--- src/rtl/cxo_pkg.sv ---
// Package for the transfer and negative/zero check execution block.
// Assumes one 200 MHz clock and a plain register port of 16-bit words.
package cxo_pkg;

  // Register port geometry
  localparam int ADDR_W = 4;
  localparam int DATA_W = 16;

  // Register word indices
  localparam logic [3:0] REG_CMD      = 4'h0;
  localparam logic [3:0] REG_STATUS   = 4'h1;
  localparam logic [3:0] REG_ACC      = 4'h2;
  localparam logic [3:0] REG_INDEX_LO = 4'h3;
  localparam logic [3:0] REG_INDEX_HI = 4'h4;
  localparam logic [3:0] REG_SP       = 4'h5;
  localparam logic [3:0] REG_FLAGS    = 4'h6;
  localparam logic [3:0] REG_PC       = 4'h7;
  localparam logic [3:0] REG_PROBE    = 4'h8;
  localparam logic [3:0] REG_PROBE_EA = 4'h9;

  // Opcodes
  localparam logic [7:0] OP_ACC_TO_INDEX   = 8'h97;
  localparam logic [7:0] OP_FLAGS_TO_ACC   = 8'h85;
  localparam logic [7:0] OP_CHK_DIRECT     = 8'h3D;
  localparam logic [7:0] OP_CHK_ACC        = 8'h4D;
  localparam logic [7:0] OP_CHK_INDEX      = 8'h5D;
  localparam logic [7:0] OP_CHK_OFS8       = 8'h6D;
  localparam logic [7:0] OP_CHK_IX         = 8'h7D;
  localparam logic [7:0] OP_STACK_TO_INDEX = 8'h95;
  localparam logic [7:0] OP_INDEX_TO_ACC   = 8'h9F;
  localparam logic [7:0] OP_INDEX_TO_STACK = 8'h94;
  localparam logic [7:0] OP_PREFIX         = 8'h9E;
  localparam logic [7:0] OP_NO_PREFIX      = 8'h00;

  // Cycle counts per instruction
  localparam logic [3:0] CYC_ILLEGAL  = 4'h0;
  localparam logic [3:0] CYC_COPY     = 4'h1;
  localparam logic [3:0] CYC_STACK    = 4'h2;
  localparam logic [3:0] CYC_CHK_REG  = 4'h1;
  localparam logic [3:0] CYC_CHK_DIR  = 4'h3;
  localparam logic [3:0] CYC_CHK_OFS8 = 4'h3;
  localparam logic [3:0] CYC_CHK_IX   = 4'h2;
  localparam logic [3:0] CYC_CHK_STK8 = 4'h4;

  // Flag register bit positions
  localparam int FLG_V = 7;
  localparam int FLG_H = 4;
  localparam int FLG_I = 3;
  localparam int FLG_N = 2;
  localparam int FLG_Z = 1;
  localparam int FLG_C = 0;
  localparam logic [7:0] FLAGS_MASK = 8'h9F;

  // Status register fields
  localparam int STS_BUSY    = 0;
  localparam int STS_ILLEGAL = 1;
  localparam int STS_CYC_LSB = 8;

  // Reset values
  localparam logic [7:0]  RST_ACC   = 8'h00;
  localparam logic [7:0]  RST_INDEX = 8'h00;
  localparam logic [15:0] RST_SP    = 16'h00FF;
  localparam logic [7:0]  RST_FLAGS = 8'h00;
  localparam logic [15:0] RST_PC    = 16'h0000;
  localparam logic [15:0] RST_WORD  = 16'h0000;
  localparam logic [7:0]  PAGE_ZERO = 8'h00;

  // Operand address forms
  typedef enum logic [2:0] {
    MODE_DIRECT             = 3'b000,
    MODE_INDEX_NO_OFFSET    = 3'b001,
    MODE_INDEX_8BIT_OFFSET  = 3'b010,
    MODE_STACK_OFFSET_8BIT  = 3'b011,
    MODE_INDEX_16BIT_OFFSET = 3'b100,
    MODE_FULL_ADDRESS       = 3'b101,
    MODE_NO_OPERAND         = 3'b110
  } cxo_mode_e;

endpackage

--- src/rtl/cxo_opfetch.sv ---
// Operand address fetcher: pulls offset or address bytes after the opcode.
// Assumes memory read data arrive one cycle after the read strobe.
`timescale 1ns/1ps
module cxo_opfetch (
  // Clock and reset
  input  wire logic              i_mclk,
  input  wire logic              i_rst,
  // Control
  input  wire logic              i_start,
  input  wire cxo_pkg::cxo_mode_e i_mode,
  // Pointer sources
  input  wire logic [15:0]       i_pc,
  input  wire logic [15:0]       i_hx,
  input  wire logic [15:0]       i_sp,
  // Memory read side
  input  wire logic [7:0]        i_rdata,
  output logic                   o_rd,
  output logic [15:0]            o_addr,
  output logic                   o_pc_inc,
  // Result
  output logic                   o_busy,
  output logic                   o_ea_valid,
  output logic [15:0]            o_ea
);

  typedef enum logic [1:0] {
    F_IDLE  = 2'b00,
    F_BYTE1 = 2'b01,
    F_BYTE2 = 2'b10
  } cxo_fstate_e;

  cxo_fstate_e        state_reg;
  cxo_fstate_e        state_next;
  cxo_pkg::cxo_mode_e mode_reg;
  cxo_pkg::cxo_mode_e mode_next;
  logic [7:0]         hi_reg;
  logic [7:0]         hi_next;

  // Next state, byte requests and address forming
  always_comb begin
    state_next = state_reg;
    mode_next  = mode_reg;
    hi_next    = hi_reg;
    o_rd       = 1'b0;
    o_addr     = i_pc;
    o_pc_inc   = 1'b0;
    o_ea_valid = 1'b0;
    o_ea       = i_hx;
    case (state_reg)
      F_IDLE: begin
        if (i_start) begin
          mode_next = i_mode;
          if (i_mode == cxo_pkg::MODE_INDEX_NO_OFFSET) begin
            o_ea_valid = 1'b1;
          end else if (i_mode != cxo_pkg::MODE_NO_OPERAND) begin
            o_rd       = 1'b1;
            o_pc_inc   = 1'b1;
            state_next = F_BYTE1;
          end
        end
      end
      F_BYTE1: begin
        if (mode_reg == cxo_pkg::MODE_INDEX_16BIT_OFFSET ||
            mode_reg == cxo_pkg::MODE_FULL_ADDRESS) begin
          hi_next    = i_rdata;
          o_rd       = 1'b1;
          o_pc_inc   = 1'b1;
          state_next = F_BYTE2;
        end else begin
          o_ea_valid = 1'b1;
          state_next = F_IDLE;
          case (mode_reg)
            cxo_pkg::MODE_DIRECT:            o_ea = {cxo_pkg::PAGE_ZERO, i_rdata};
            cxo_pkg::MODE_STACK_OFFSET_8BIT: o_ea = i_sp + {8'h00, i_rdata};
            default:                         o_ea = i_hx + {8'h00, i_rdata};
          endcase
        end
      end
      F_BYTE2: begin
        o_ea_valid = 1'b1;
        state_next = F_IDLE;
        if (mode_reg == cxo_pkg::MODE_FULL_ADDRESS) begin
          o_ea = {hi_reg, i_rdata};
        end else begin
          o_ea = i_hx + {hi_reg, i_rdata};
        end
      end
      default: begin
        state_next = F_IDLE;
      end
    endcase
  end

  assign o_busy = (state_reg != F_IDLE);

  // State registers
  always_ff @(posedge i_mclk or posedge i_rst) begin
    if (i_rst) begin
      state_reg <= F_IDLE;
      mode_reg  <= cxo_pkg::MODE_NO_OPERAND;
      hi_reg    <= 8'h00;
    end else begin
      state_reg <= state_next;
      mode_reg  <= mode_next;
      hi_reg    <= hi_next;
    end
  end

endmodule

--- src/rtl/cxo_core.sv ---
// Execution block for register transfers and the negative/zero check.
// Assumes a single-cycle register port and a memory with one-cycle read data.
//
// Added by the designer: strobed register access and the address map.
`timescale 1ns/1ps
//
// Contract
// - Opcode 97 copies accumulator into index low byte, one cycle, flags kept.
// - Opcode 85 loads accumulator with flag register, one cycle, flags kept.
// - Check sets N and Z from operand, clears V, keeps carry, stores nothing.
// - Memory checks: 3D direct 3, 6D offset 3, 7D indexed 2, 9E6D stack 4.
// - Opcode 95 loads index pair with stack pointer plus one, two cycles.
// - Opcode 9F copies index low byte into accumulator, one cycle, flags kept.
// - Opcode 94 loads stack pointer with index pair minus one, two cycles.
// - Eight-bit indexed offset form fetches exactly one offset byte.
// - Sixteen-bit indexed offset form fetches high byte then low byte.
// - Full address form fetches address high byte then low byte.
// - Index is upper and lower byte; byte transfers touch only lower.
module cxo_core (
  // Clock and reset
  input  wire logic        i_mclk,
  input  wire logic        i_rst,
  // Register port
  input  wire logic [3:0]  i_addr,
  input  wire logic [15:0] i_wdata,
  input  wire logic        i_wr,
  input  wire logic        i_rd,
  output logic [15:0]      o_rdata,
  // Memory port
  output logic [15:0]      o_mem_addr,
  output logic             o_mem_rd,
  output logic             o_mem_wr,
  input  wire logic [7:0]  i_mem_rdata,
  // Status
  output logic             o_busy
);

  typedef enum logic [1:0] {
    S_IDLE  = 2'b00,
    S_EXEC  = 2'b01,
    S_PROBE = 2'b10
  } cxo_state_e;

  // Cycle count of an opcode, zero when not decoded
  function automatic logic [3:0] cyc_of(input logic [15:0] cmd);
    logic [3:0] c;
    c = cxo_pkg::CYC_ILLEGAL;
    if (cmd[15:8] == cxo_pkg::OP_PREFIX) begin
      if (cmd[7:0] == cxo_pkg::OP_CHK_OFS8) c = cxo_pkg::CYC_CHK_STK8;
    end else if (cmd[15:8] == cxo_pkg::OP_NO_PREFIX) begin
      case (cmd[7:0])
        cxo_pkg::OP_ACC_TO_INDEX:   c = cxo_pkg::CYC_COPY;
        cxo_pkg::OP_FLAGS_TO_ACC:   c = cxo_pkg::CYC_COPY;
        cxo_pkg::OP_INDEX_TO_ACC:   c = cxo_pkg::CYC_COPY;
        cxo_pkg::OP_STACK_TO_INDEX: c = cxo_pkg::CYC_STACK;
        cxo_pkg::OP_INDEX_TO_STACK: c = cxo_pkg::CYC_STACK;
        cxo_pkg::OP_CHK_ACC:        c = cxo_pkg::CYC_CHK_REG;
        cxo_pkg::OP_CHK_INDEX:      c = cxo_pkg::CYC_CHK_REG;
        cxo_pkg::OP_CHK_DIRECT:     c = cxo_pkg::CYC_CHK_DIR;
        cxo_pkg::OP_CHK_OFS8:       c = cxo_pkg::CYC_CHK_OFS8;
        cxo_pkg::OP_CHK_IX:         c = cxo_pkg::CYC_CHK_IX;
        default:                    c = cxo_pkg::CYC_ILLEGAL;
      endcase
    end
    return c;
  endfunction

  // Operand form of an opcode
  function automatic cxo_pkg::cxo_mode_e mode_of(input logic [15:0] cmd);
    cxo_pkg::cxo_mode_e m;
    m = cxo_pkg::MODE_NO_OPERAND;
    if (cmd[15:8] == cxo_pkg::OP_PREFIX) begin
      m = cxo_pkg::MODE_STACK_OFFSET_8BIT;
    end else begin
      case (cmd[7:0])
        cxo_pkg::OP_CHK_DIRECT: m = cxo_pkg::MODE_DIRECT;
        cxo_pkg::OP_CHK_OFS8:   m = cxo_pkg::MODE_INDEX_8BIT_OFFSET;
        cxo_pkg::OP_CHK_IX:     m = cxo_pkg::MODE_INDEX_NO_OFFSET;
        default:                m = cxo_pkg::MODE_NO_OPERAND;
      endcase
    end
    return m;
  endfunction

  cxo_state_e  state_reg;
  cxo_state_e  state_next;
  logic [15:0] cmd_reg;
  logic [15:0] cmd_next;
  logic [3:0]  cnt_reg;
  logic [3:0]  cnt_next;
  logic [7:0]  acc_reg;
  logic [7:0]  acc_next;
  logic [7:0]  index_lo_reg;
  logic [7:0]  index_lo_next;
  logic [7:0]  index_hi_reg;
  logic [7:0]  index_hi_next;
  logic [15:0] sp_reg;
  logic [15:0] sp_next;
  logic [7:0]  flags_reg;
  logic [7:0]  flags_next;
  logic [15:0] pc_reg;
  logic [15:0] pc_next;
  logic [7:0]  opnd_reg;
  logic [7:0]  opnd_next;
  logic        have_reg;
  logic        have_next;
  logic        pend_reg;
  logic        pend_next;
  logic        illegal_reg;
  logic        illegal_next;
  logic [3:0]  last_cyc_reg;
  logic [3:0]  last_cyc_next;
  logic [15:0] probe_ea_reg;
  logic [15:0] probe_ea_next;
  logic [15:0] rdata_reg;
  logic [15:0] rdata_next;

  // Control and datapath values of the current cycle
  logic               idle;
  logic               cmd_go;
  logic               probe_go;
  logic [15:0]        cur_cmd;
  logic [3:0]         cur_cnt;
  logic [3:0]         cur_total;
  cxo_pkg::cxo_mode_e cur_mode;
  logic               mem_form;
  logic               opnd_ok;
  logic [7:0]         opnd_val;
  logic               last;
  logic               sw_wr;
  logic               op_rd;
  logic [15:0]        hx;
  logic               f_start;
  cxo_pkg::cxo_mode_e f_mode;
  logic               f_rd;
  logic [15:0]        f_addr;
  logic               f_pc_inc;
  logic               f_busy;
  logic               f_ea_valid;
  logic [15:0]        f_ea;

  assign idle      = (state_reg == S_IDLE);
  assign hx        = {index_hi_reg, index_lo_reg};
  assign cmd_go    = idle && i_wr && (i_addr == cxo_pkg::REG_CMD) &&
                     (cyc_of(i_wdata) != cxo_pkg::CYC_ILLEGAL);
  assign probe_go  = idle && i_wr && (i_addr == cxo_pkg::REG_PROBE) &&
                     (i_wdata[2:0] <= cxo_pkg::MODE_FULL_ADDRESS);
  assign cur_cmd   = idle ? i_wdata : cmd_reg;
  assign cur_cnt   = idle ? 4'h0 : cnt_reg;
  assign cur_total = cyc_of(cur_cmd);
  assign cur_mode  = mode_of(cur_cmd);
  assign mem_form  = (cur_mode != cxo_pkg::MODE_NO_OPERAND);
  assign opnd_ok   = have_reg || pend_reg;
  assign opnd_val  = pend_reg ? i_mem_rdata : opnd_reg;
  assign last      = (cmd_go || state_reg == S_EXEC) &&
                     (cur_cnt >= cur_total - 4'h1) && (!mem_form || opnd_ok);
  assign sw_wr     = idle && i_wr && !cmd_go && !probe_go;
  assign f_start   = (cmd_go && mem_form) || probe_go;
  assign f_mode    = probe_go ? cxo_pkg::cxo_mode_e'(i_wdata[2:0]) : cur_mode;
  assign op_rd     = f_ea_valid && (state_reg != S_PROBE) && !probe_go;

  // Memory port: fetch bytes, then the single operand read
  assign o_mem_rd   = f_rd || op_rd;
  assign o_mem_addr = f_rd ? f_addr : f_ea;
  assign o_mem_wr   = 1'b0;
  assign o_busy     = !idle;
  assign o_rdata    = rdata_reg;

  cxo_opfetch u_fetch (
    .i_mclk     (i_mclk),
    .i_rst      (i_rst),
    .i_start    (f_start),
    .i_mode     (f_mode),
    .i_pc       (pc_reg),
    .i_hx       (hx),
    .i_sp       (sp_reg),
    .i_rdata    (i_mem_rdata),
    .o_rd       (f_rd),
    .o_addr     (f_addr),
    .o_pc_inc   (f_pc_inc),
    .o_busy     (f_busy),
    .o_ea_valid (f_ea_valid),
    .o_ea       (f_ea)
  );

  // Sequencing, execution and software writes
  always_comb begin
    state_next    = state_reg;
    cmd_next      = cmd_reg;
    cnt_next      = cnt_reg;
    acc_next      = acc_reg;
    index_lo_next = index_lo_reg;
    index_hi_next = index_hi_reg;
    sp_next       = sp_reg;
    flags_next    = flags_reg;
    pc_next       = f_pc_inc ? pc_reg + 16'h0001 : pc_reg;
    opnd_next     = pend_reg ? i_mem_rdata : opnd_reg;
    have_next     = have_reg || pend_reg;
    pend_next     = op_rd;
    illegal_next  = illegal_reg;
    last_cyc_next = last_cyc_reg;
    probe_ea_next = probe_ea_reg;
    // Clearing by software; a new illegal command in the same cycle wins
    if (idle && i_wr && i_addr == cxo_pkg::REG_STATUS && i_wdata[cxo_pkg::STS_ILLEGAL]) begin
      illegal_next = 1'b0;
    end
    if (idle && i_wr && i_addr == cxo_pkg::REG_CMD && !cmd_go) begin
      illegal_next = 1'b1;
    end
    if (cmd_go) begin
      cmd_next   = i_wdata;
      cnt_next   = 4'h1;
      have_next  = 1'b0;
      state_next = S_EXEC;
    end else if (state_reg == S_EXEC) begin
      cnt_next = cnt_reg + 4'h1;
    end
    if (probe_go) begin
      state_next = S_PROBE;
    end
    if (f_ea_valid && (probe_go || state_reg == S_PROBE)) begin
      probe_ea_next = f_ea;
      state_next    = S_IDLE;
    end
    if (last) begin
      state_next    = S_IDLE;
      have_next     = 1'b0;
      last_cyc_next = cur_total;
      case (cur_cmd[7:0])
        cxo_pkg::OP_ACC_TO_INDEX:   index_lo_next = acc_reg;
        cxo_pkg::OP_FLAGS_TO_ACC:   acc_next = flags_reg & cxo_pkg::FLAGS_MASK;
        cxo_pkg::OP_INDEX_TO_ACC:   acc_next = index_lo_reg;
        cxo_pkg::OP_STACK_TO_INDEX: {index_hi_next, index_lo_next} = sp_reg + 16'h0001;
        cxo_pkg::OP_INDEX_TO_STACK: sp_next = hx - 16'h0001;
        cxo_pkg::OP_CHK_ACC: begin
          flags_next[cxo_pkg::FLG_V] = 1'b0;
          flags_next[cxo_pkg::FLG_N] = acc_reg[7];
          flags_next[cxo_pkg::FLG_Z] = (acc_reg == 8'h00);
        end
        cxo_pkg::OP_CHK_INDEX: begin
          flags_next[cxo_pkg::FLG_V] = 1'b0;
          flags_next[cxo_pkg::FLG_N] = index_lo_reg[7];
          flags_next[cxo_pkg::FLG_Z] = (index_lo_reg == 8'h00);
        end
        default: begin
          flags_next[cxo_pkg::FLG_V] = 1'b0;
          flags_next[cxo_pkg::FLG_N] = opnd_val[7];
          flags_next[cxo_pkg::FLG_Z] = (opnd_val == 8'h00);
        end
      endcase
    end
    // Software access to the programmer's registers while idle
    if (sw_wr) begin
      case (i_addr)
        cxo_pkg::REG_ACC:      acc_next = i_wdata[7:0];
        cxo_pkg::REG_INDEX_LO: index_lo_next = i_wdata[7:0];
        cxo_pkg::REG_INDEX_HI: index_hi_next = i_wdata[7:0];
        cxo_pkg::REG_SP:       sp_next = i_wdata;
        cxo_pkg::REG_FLAGS:    flags_next = i_wdata[7:0] & cxo_pkg::FLAGS_MASK;
        cxo_pkg::REG_PC:       pc_next = i_wdata;
        default:               pc_next = pc_next;
      endcase
    end
  end

  // Read data for the cycle after the read strobe
  always_comb begin
    rdata_next = cxo_pkg::RST_WORD;
    if (i_rd) begin
      case (i_addr)
        cxo_pkg::REG_CMD:      rdata_next = cmd_reg;
        cxo_pkg::REG_STATUS: begin
          rdata_next[cxo_pkg::STS_BUSY]    = !idle;
          rdata_next[cxo_pkg::STS_ILLEGAL] = illegal_reg;
          rdata_next[cxo_pkg::STS_CYC_LSB +: 4] = last_cyc_reg;
        end
        cxo_pkg::REG_ACC:      rdata_next = {8'h00, acc_reg};
        cxo_pkg::REG_INDEX_LO: rdata_next = {8'h00, index_lo_reg};
        cxo_pkg::REG_INDEX_HI: rdata_next = {8'h00, index_hi_reg};
        cxo_pkg::REG_SP:       rdata_next = sp_reg;
        cxo_pkg::REG_FLAGS:    rdata_next = {8'h00, flags_reg};
        cxo_pkg::REG_PC:       rdata_next = pc_reg;
        cxo_pkg::REG_PROBE:    rdata_next = {15'h0000, f_busy};
        cxo_pkg::REG_PROBE_EA: rdata_next = probe_ea_reg;
        default:               rdata_next = cxo_pkg::RST_WORD;
      endcase
    end
  end

  // State registers
  always_ff @(posedge i_mclk or posedge i_rst) begin
    if (i_rst) begin
      state_reg    <= S_IDLE;
      cmd_reg      <= cxo_pkg::RST_WORD;
      cnt_reg      <= 4'h0;
      acc_reg      <= cxo_pkg::RST_ACC;
      index_lo_reg <= cxo_pkg::RST_INDEX;
      index_hi_reg <= cxo_pkg::RST_INDEX;
      sp_reg       <= cxo_pkg::RST_SP;
      flags_reg    <= cxo_pkg::RST_FLAGS;
      pc_reg       <= cxo_pkg::RST_PC;
      opnd_reg     <= 8'h00;
      have_reg     <= 1'b0;
      pend_reg     <= 1'b0;
      illegal_reg  <= 1'b0;
      last_cyc_reg <= 4'h0;
      probe_ea_reg <= cxo_pkg::RST_WORD;
      rdata_reg    <= cxo_pkg::RST_WORD;
    end else begin
      state_reg    <= state_next;
      cmd_reg      <= cmd_next;
      cnt_reg      <= cnt_next;
      acc_reg      <= acc_next;
      index_lo_reg <= index_lo_next;
      index_hi_reg <= index_hi_next;
      sp_reg       <= sp_next;
      flags_reg    <= flags_next;
      pc_reg       <= pc_next;
      opnd_reg     <= opnd_next;
      have_reg     <= have_next;
      pend_reg     <= pend_next;
      illegal_reg  <= illegal_next;
      last_cyc_reg <= last_cyc_next;
      probe_ea_reg <= probe_ea_next;
      rdata_reg    <= rdata_next;
    end
  end

endmodule

--- config.mk ---
export PLATFORM = sky130hd
export DESIGN_NAME = cxo_core
export DESIGN_NICKNAME = d
export VERILOG_FILES = /design/src/rtl/cxo_pkg.sv /design/src/rtl/cxo_opfetch.sv /design/src/rtl/cxo_core.sv
export SDC_FILE = /design/constraint.sdc
export NUM_CORES = 1
export LEC_CHECK = 0
export ABC_AREA = 1
export BUFFER_PORTS_ARGS = -buffer_cell sky130_fd_sc_hd__buf_2
export CAP_MARGIN = 25
export CORE_ASPECT_RATIO = 1.5
export CORE_MARGIN = 3
export CORE_UTILIZATION = 45
export DETAILED_ROUTE_END_ITERATION = 8
export PLACE_DENSITY = 0.62
export RECOVER_POWER = 50
export SLEW_MARGIN = 0
export SYNTH_ARGS = -nofsm -noshare
export SYNTH_HDL_FRONTEND = slang
export SYNTH_SLANG_ARGS = --single-unit
--- constraint.sdc ---
create_clock -name i_mclk -period 7.9 [get_ports i_mclk]
set_input_delay 2.37 -clock i_mclk [delete_from_list [all_inputs] [get_ports i_mclk]]
set_output_delay 2.37 -clock i_mclk [all_outputs]
set_load 0.005 [all_outputs]
# Word-level counts from Yosys, hierarchy flattened

Cells that the tools add are included.

Register bits after elaboration: 144
Input bits: 32

Add/subtract/negate cells: 8
Magnitude comparators: 2
Equality and inequality tests: 45
Muxes and demuxes: 73
Reduce and logical (&&, ||, !) cells: 52

Operators by type and width:

| operator                                                              | number |
|---|---|
| 16-bit 2-to-1 mux                                                     | 12 |
| 8-bit 2-to-1 mux                                                      | 13 |
| 8-bit equality test, second input constant                            | 12 |
| 8-bit by 7-bit equality test with 1-bit output, second input constant | 8 |
| 16-bit one-hot mux with 2 select lines                                | 2 |
| 6-bit one-hot mux with 8 select lines                                 | 1 |
| 8-bit zero test                                                       | 5 |
| 16-bit by 1-bit adder with 16-bit output, second input constant       | 2 |
| 16-bit by 8-bit adder with 16-bit output                              | 2 |
| 8-bit one-hot mux with 2 select lines                                 | 2 |
| 2-bit 2-to-1 mux                                                      | 11 |
| 2-bit one-hot mux with 10 select lines                                | 1 |
| 4-bit one-hot mux with 5 select lines                                 | 1 |
| 2-bit one-hot mux with 3 select lines                                 | 3 |
| 16-bit adder                                                          | 1 |
| 4-bit by 3-bit equality test with 1-bit output, second input constant | 4 |
| 8-bit by 6-bit equality test with 1-bit output, second input constant | 2 |
| 1-bit logical AND                                                     | 16 |
| 4-bit 2-to-1 mux                                                      | 4 |
| 4-bit one-hot mux with 4 select lines                                 | 1 |
| 16-bit by 1-bit subtractor with 16-bit output, second input constant  | 1 |
| 3-bit 2-to-1 mux                                                      | 5 |
| 5-bit OR reduction                                                    | 3 |
| 1-bit 2-to-1 mux                                                      | 13 |
| other kinds (30)                                                      | 55 |

# Depth between registers and ports, before layout

Depth in word-level cells: 14
Mapped depth: 25

# Hierarchy

Synthesis repeated with hierarchy kept, for this count alone.

Cell total of the unflattened synthesis: 1699
Area total of the unflattened synthesis: 11277.1 µm²

By module, submodules not included:

| module      | times used | cells an instance | area each (µm²) |
|---|---|---|---|
| cxo_core    | 1          | 1158              | 8212.9 |
| cxo_opfetch | 1          | 541               | 3064.2 |

# Worst setup path before layout

No wires, ideal clock.

Path kind: input to output
From: input port i_mem_rdata[0]
To: output port o_mem_addr[14]
Data arrival time: 4099 ps
Path slack: 1431 ps
Stages on the path: 15
Cells stage by stage: ha_1 inv_1 fa_1 inv_1 nand3_1 nand2_1 nand2_1 nand2_1 nand2_1 nor2_1 nand4_1 nand3_1 nand2_1 a22oi_1 o21ai_0

Longest elaborated chain between the ends: 5
Elaborated cells between the ends (all ways): 8
Those cells by class: 3 x add/sub; 5 x mux

Ends and longest elaborated chain:

| element                                                            | RTL line                             | source |
|---|---|---|
| start: declaration                                                 | cxo_core.sv:33                       | `input wire logic [7:0] i_mem_rdata,` |
| 16-bit by 8-bit adder with 16-bit output, on equally long branches | cxo_opfetch.sv:75, cxo_opfetch.sv:74 |  |
| 16-bit one-hot mux with 2 select lines                             | cxo_opfetch.sv:72                    | `case (mode_reg)` |
| 16-bit 2-to-1 mux                                                  | cxo_opfetch.sv:63                    | `if (mode_reg == cxo_pkg::MODE_INDEX_16BIT_OFFSET \|\|` |
| 16-bit one-hot mux with 2 select lines *                           | cxo_opfetch.sv:49                    | `case (state_reg)` |
| 16-bit 2-to-1 mux *                                                | cxo_core.sv:164                      | `assign o_mem_addr = f_rd ? f_addr : f_ea;` |
| end: declaration                                                   | cxo_core.sv:30                       | `output logic [15:0] o_mem_addr,` |

Every way passes the cells marked *; elsewhere a longest branch is shown, timed or not.

# Worst setup path in the final report

From: input port i_mem_rdata[1]
To: output port o_mem_addr[14]

The elaborated chain is that of the path after synthesis.

==> flow_metrics.py <==
metrics = {
    "floorplan": {
        "core_um2": 24400,
        "fp.dieW_um": 135,
        "ioPinCount": 67,
        "die_area_um2": 26800,
        "start_util_pct": 45.7,
        "rows": 70,
        "die_h_um": 199,
    },
    "hold_path": {
        "hp-class": "reg2reg",
    },
    "power": {
        "p_leak_nw": 6.17,
        "power.density_nw_per_um2": 360,
        "finalPower_mw": 4.47,
        "ir_drop_mv": 0.160,
    },
    "final_layout": {
        "diodes": 0,
        "final_common_cell": "nand2_1",
        "num-fill-cells": 2506,
        "nets": 1793,
        "area_growth_syn_to_layout_pct": 11.1,
        "register_area_um2": 3590,
        "final_cell_mix": "nand2_1 (446), inv_1 (217), o21ai_0 (137), nor2_1 (136), nand3_1 (134)",
        "multi_input_area_um2": 6460,
        "postLayoutCoreUtil_pct": 50.8,
        "stdcell_area_um2": 12400,
        "drive_gt1_share_pct": 9.45,
    },
    "logic_synthesis": {
        "synthCells": 1666,
        "async_flop_share_pct": 100,
        "synth-edff-count": 0,
        "yosysWarnings": 0,
        "synthAdderAreaFrac_pct": 4.39,
        "synth-simple-area-share_pct": 31.2,
        "synth_nets": 1736,
        "synth_compound_area_share_pct": 18.2,
        "yosysTopAreaCell": "dfrtp_1",
        "synth-seq-area-share_pct": 32.1,
        "synth_top_cells_by_area": "dfrtp_1 (30%), nand2_1 (15%), inv_1 (7.3%), o21ai_0 (6.1%), nand3_1 (6.0%)",
        "ys.flop_type": "dfrtp_1",
        "synth_area_um2": 11200,
        "yosys_register_bits": 143,
        "synth.distinct_cells": 53,
        "synth-xor-area-share_pct": 3.84,
        "synth_mux_area_share_pct": 0.101,
        "synth_top_family_by_area": "simple AND/OR/NAND/NOR gates",
        "synth.avg_cell_area_um2": 6.71,
        "synth_top_area_share_pct": 29.8,
    },
    "clock_tree": {
        "h-tree-depth": 4,
        "clock_latency_ns": 0.45,
        "cts_buffer_depth": 2,
        "tritoncts": "done",
        "post_cts_buffers": 0,
        "root_buffer": "clkbuf_16",
        "cts.sinks": 143,
        "ctsHoldBuffers": 0,
        "cts_made_buffers": 17,
        "path_clk_slew_ns": 0.06,
        "cts.repair.resized": 0,
    },
    "sta": {
        "tightestPinTransition_ns": 3.67,
        "post-route-period-util_pct": 93.5,
        "fin_skew_ns": 0.00886,
        "max_freq_ghz": 0.135,
        "timing.slew.headroom_pct": -146,
        "setup_tns_ns": 0,
        "period_minus_slack_ns": 7.38,
        "final_max_slew_viol_count": 146,
        "grt_setup_unrepaired": "no",
        "hold_viol_final": 0,
        "setup_viol_count_final": 0,
    },
    "routing": {
        "viasPerCell": 5.78,
        "route.detailed.drc": 0,
        "avgRoutedWirePerCell_um": 21.2,
        "routed_wl_um": 43700,
        "first_iter_violations": 1134,
        "num_vias": 11892,
        "antenna_left": 0,
        "dr.pass1.iters": 6,
    },
    "critical_path": {
        "reg2regPathDepth": 22,
        "required_ns": 5.53,
        "setup.worst_path.start_class": "input pin",
        "cp-startpoint": "i_mem_rdata[1]",
        "worstPathArrival_ns": 5.01,
        "critPathCaptureType": "primary output",
        "cp-endpoint": "o_mem_addr[14]",
        "crit_path_max_fanout": 5,
        "worstReg2RegStart": "state_reg[1]",
        "ff2ff_setup_slack_ns": 2.57,
        "crit_type": "in2out",
        "r2r-end": "index_hi_reg[0]",
    },
    "grt": {
        "overflow": 0,
        "grt_pass1_vias": 11405,
        "grt_usage_pct": 32.7,
        "grt_max_degree": 80,
        "grt_pass1_wl_um": 66100,
        "antenna_found_initial": 0,
    },
    "place": {
        "place_area_um2": 11800,
        "routabilityCongestion": 1.02,
        "port_buffers": 65,
        "hpwl_um": 34100,
    },
    "status": {
        "status": "finished with violations",
        "violations": "capacitance limit, slew limit",
    },
    "job": {
        "cap_violations": 2,
    },
}
==> area by class of cell <==
| cell class | instances | area share, % |
|---|---|---|
| multi-input combinational | 1244 | 52.1 |
| sequential | 143 | 28.9 |
| tap | 324 | 3.27 |
| timing repair buffer | 91 | 3.87 |
| inverter | 226 | 6.84 |
| clock inverter | 11 | 1.26 |
| clock buffer | 20 | 3.76 |
==> how the worst min path moves through the flow <==
| stage | slack [ns] | cells after the start | to | start |
|---|---|---|---|---|
| 6_report | 0.47 | 2 | opnd_reg[2] | opnd_reg[2] |
| 4_1_cts | 0.47 | 2 | opnd_reg[2] | opnd_reg[2] |
| 2_1_floorplan | 0.44 | 2 | opnd_reg[2] | opnd_reg[2] |
| 3_3_place_gp | 0.45 | 2 | opnd_reg[2] | opnd_reg[2] |
| 3_5_place_dp | 0.46 | 2 | opnd_reg[2] | opnd_reg[2] |
| 5_1_grt | 0.50 | 2 | last_cyc_reg[1] | last_cyc_reg[1] |
==> cell families (layout without fill, tap and decap cells) <==
kind of cell               after synthesis  after routing
xor gates and xnor gates                49             49
other                                    1              1
and+or+nand+nor                        811            811
adders and majority gates               38             38
DFF                                    143            143
AOI/OAI and AO/OA                      344            344
muxes                                    1              1
buffers and inverters                  279            348
==> Yosys cell counts (2+ instances only) <==
cell type and number:
ha_1 36, nor4_1 16, dfrtp_1 133, o211ai_1 8, a22oi_1 11, nand2_1 446, xor2_1 41, a2111oi_0 3
o21a_1 5, buf_1 2, a211oi_1 4, o21bai_1 2, buf_4 4, buf_2 16, inv_2 5, inv_1 218
a21o_1 5, nand3_1 134, xnor2_1 8, clkbuf_1 25, o21ai_4 3, nor2_2 5, o21ai_2 19, nor2_1 136
nand4_1 23, o21ai_1 26, nand2_4 2, nor2_4 4, o221ai_1 3, buf_6 6, dfstp_2 10, nand2_2 6
or2_2 6, nand3_4 2, nor3_1 24, o2111ai_1 3, nand3b_1 2, o22ai_1 30, clkinv_1 3, a221oi_1 9
o21ai_0 137, a21oi_1 70, nor3_2 2, a31oi_1 3, fa_1 2
==> power breakdown <==
group | internal (mW) | switching, mW
registers | 0.989 | 0.364
logic | 0.747 | 1.50
clock network | 0.523 | 0.347
total | 2.26 | 2.21
==> through the flow <==
stage | setup slack (ns) | hold WS, ns | instances
6_report | 0.516 | 0.468 | 2059
5_1_grt | 0.260 | 0.497 | 2059
4_1_cts | 0.617 | 0.471 | 2059
3_5_place_dp | 0.632 | 0.456 | 2028
3_3_place_gp | 0.697 | 0.452 | 2028
2_1_floorplan | 1.43 | 0.438 | 1666
==> critical path, cell delays in order <==
cell	delay (ns)
clkbuf_1	0.27
inv_1	0.18
fa_1	0.46
inv_1	0.08
nand3_1	0.10
nand2_1	0.12
nand2_1	0.06
nand2_1	0.09
nand2_1	0.09
nor2_1	0.22
nand4_1	0.12
nand3_1	0.10
nand2_1	0.05
a22oi_1	0.40
o21ai_0	0.14
buf_2	0.15
==> per-layer routing <==
layer,track usage (%),wire length (um),up-vias
met2,53.3,20300,544
met1,39.0,16800,5550
met4,24.0,3680,0
met5,0,0,-
met3,4.96,2870,182
li1,-,-,5616
(Power assumes the default switching activity.)
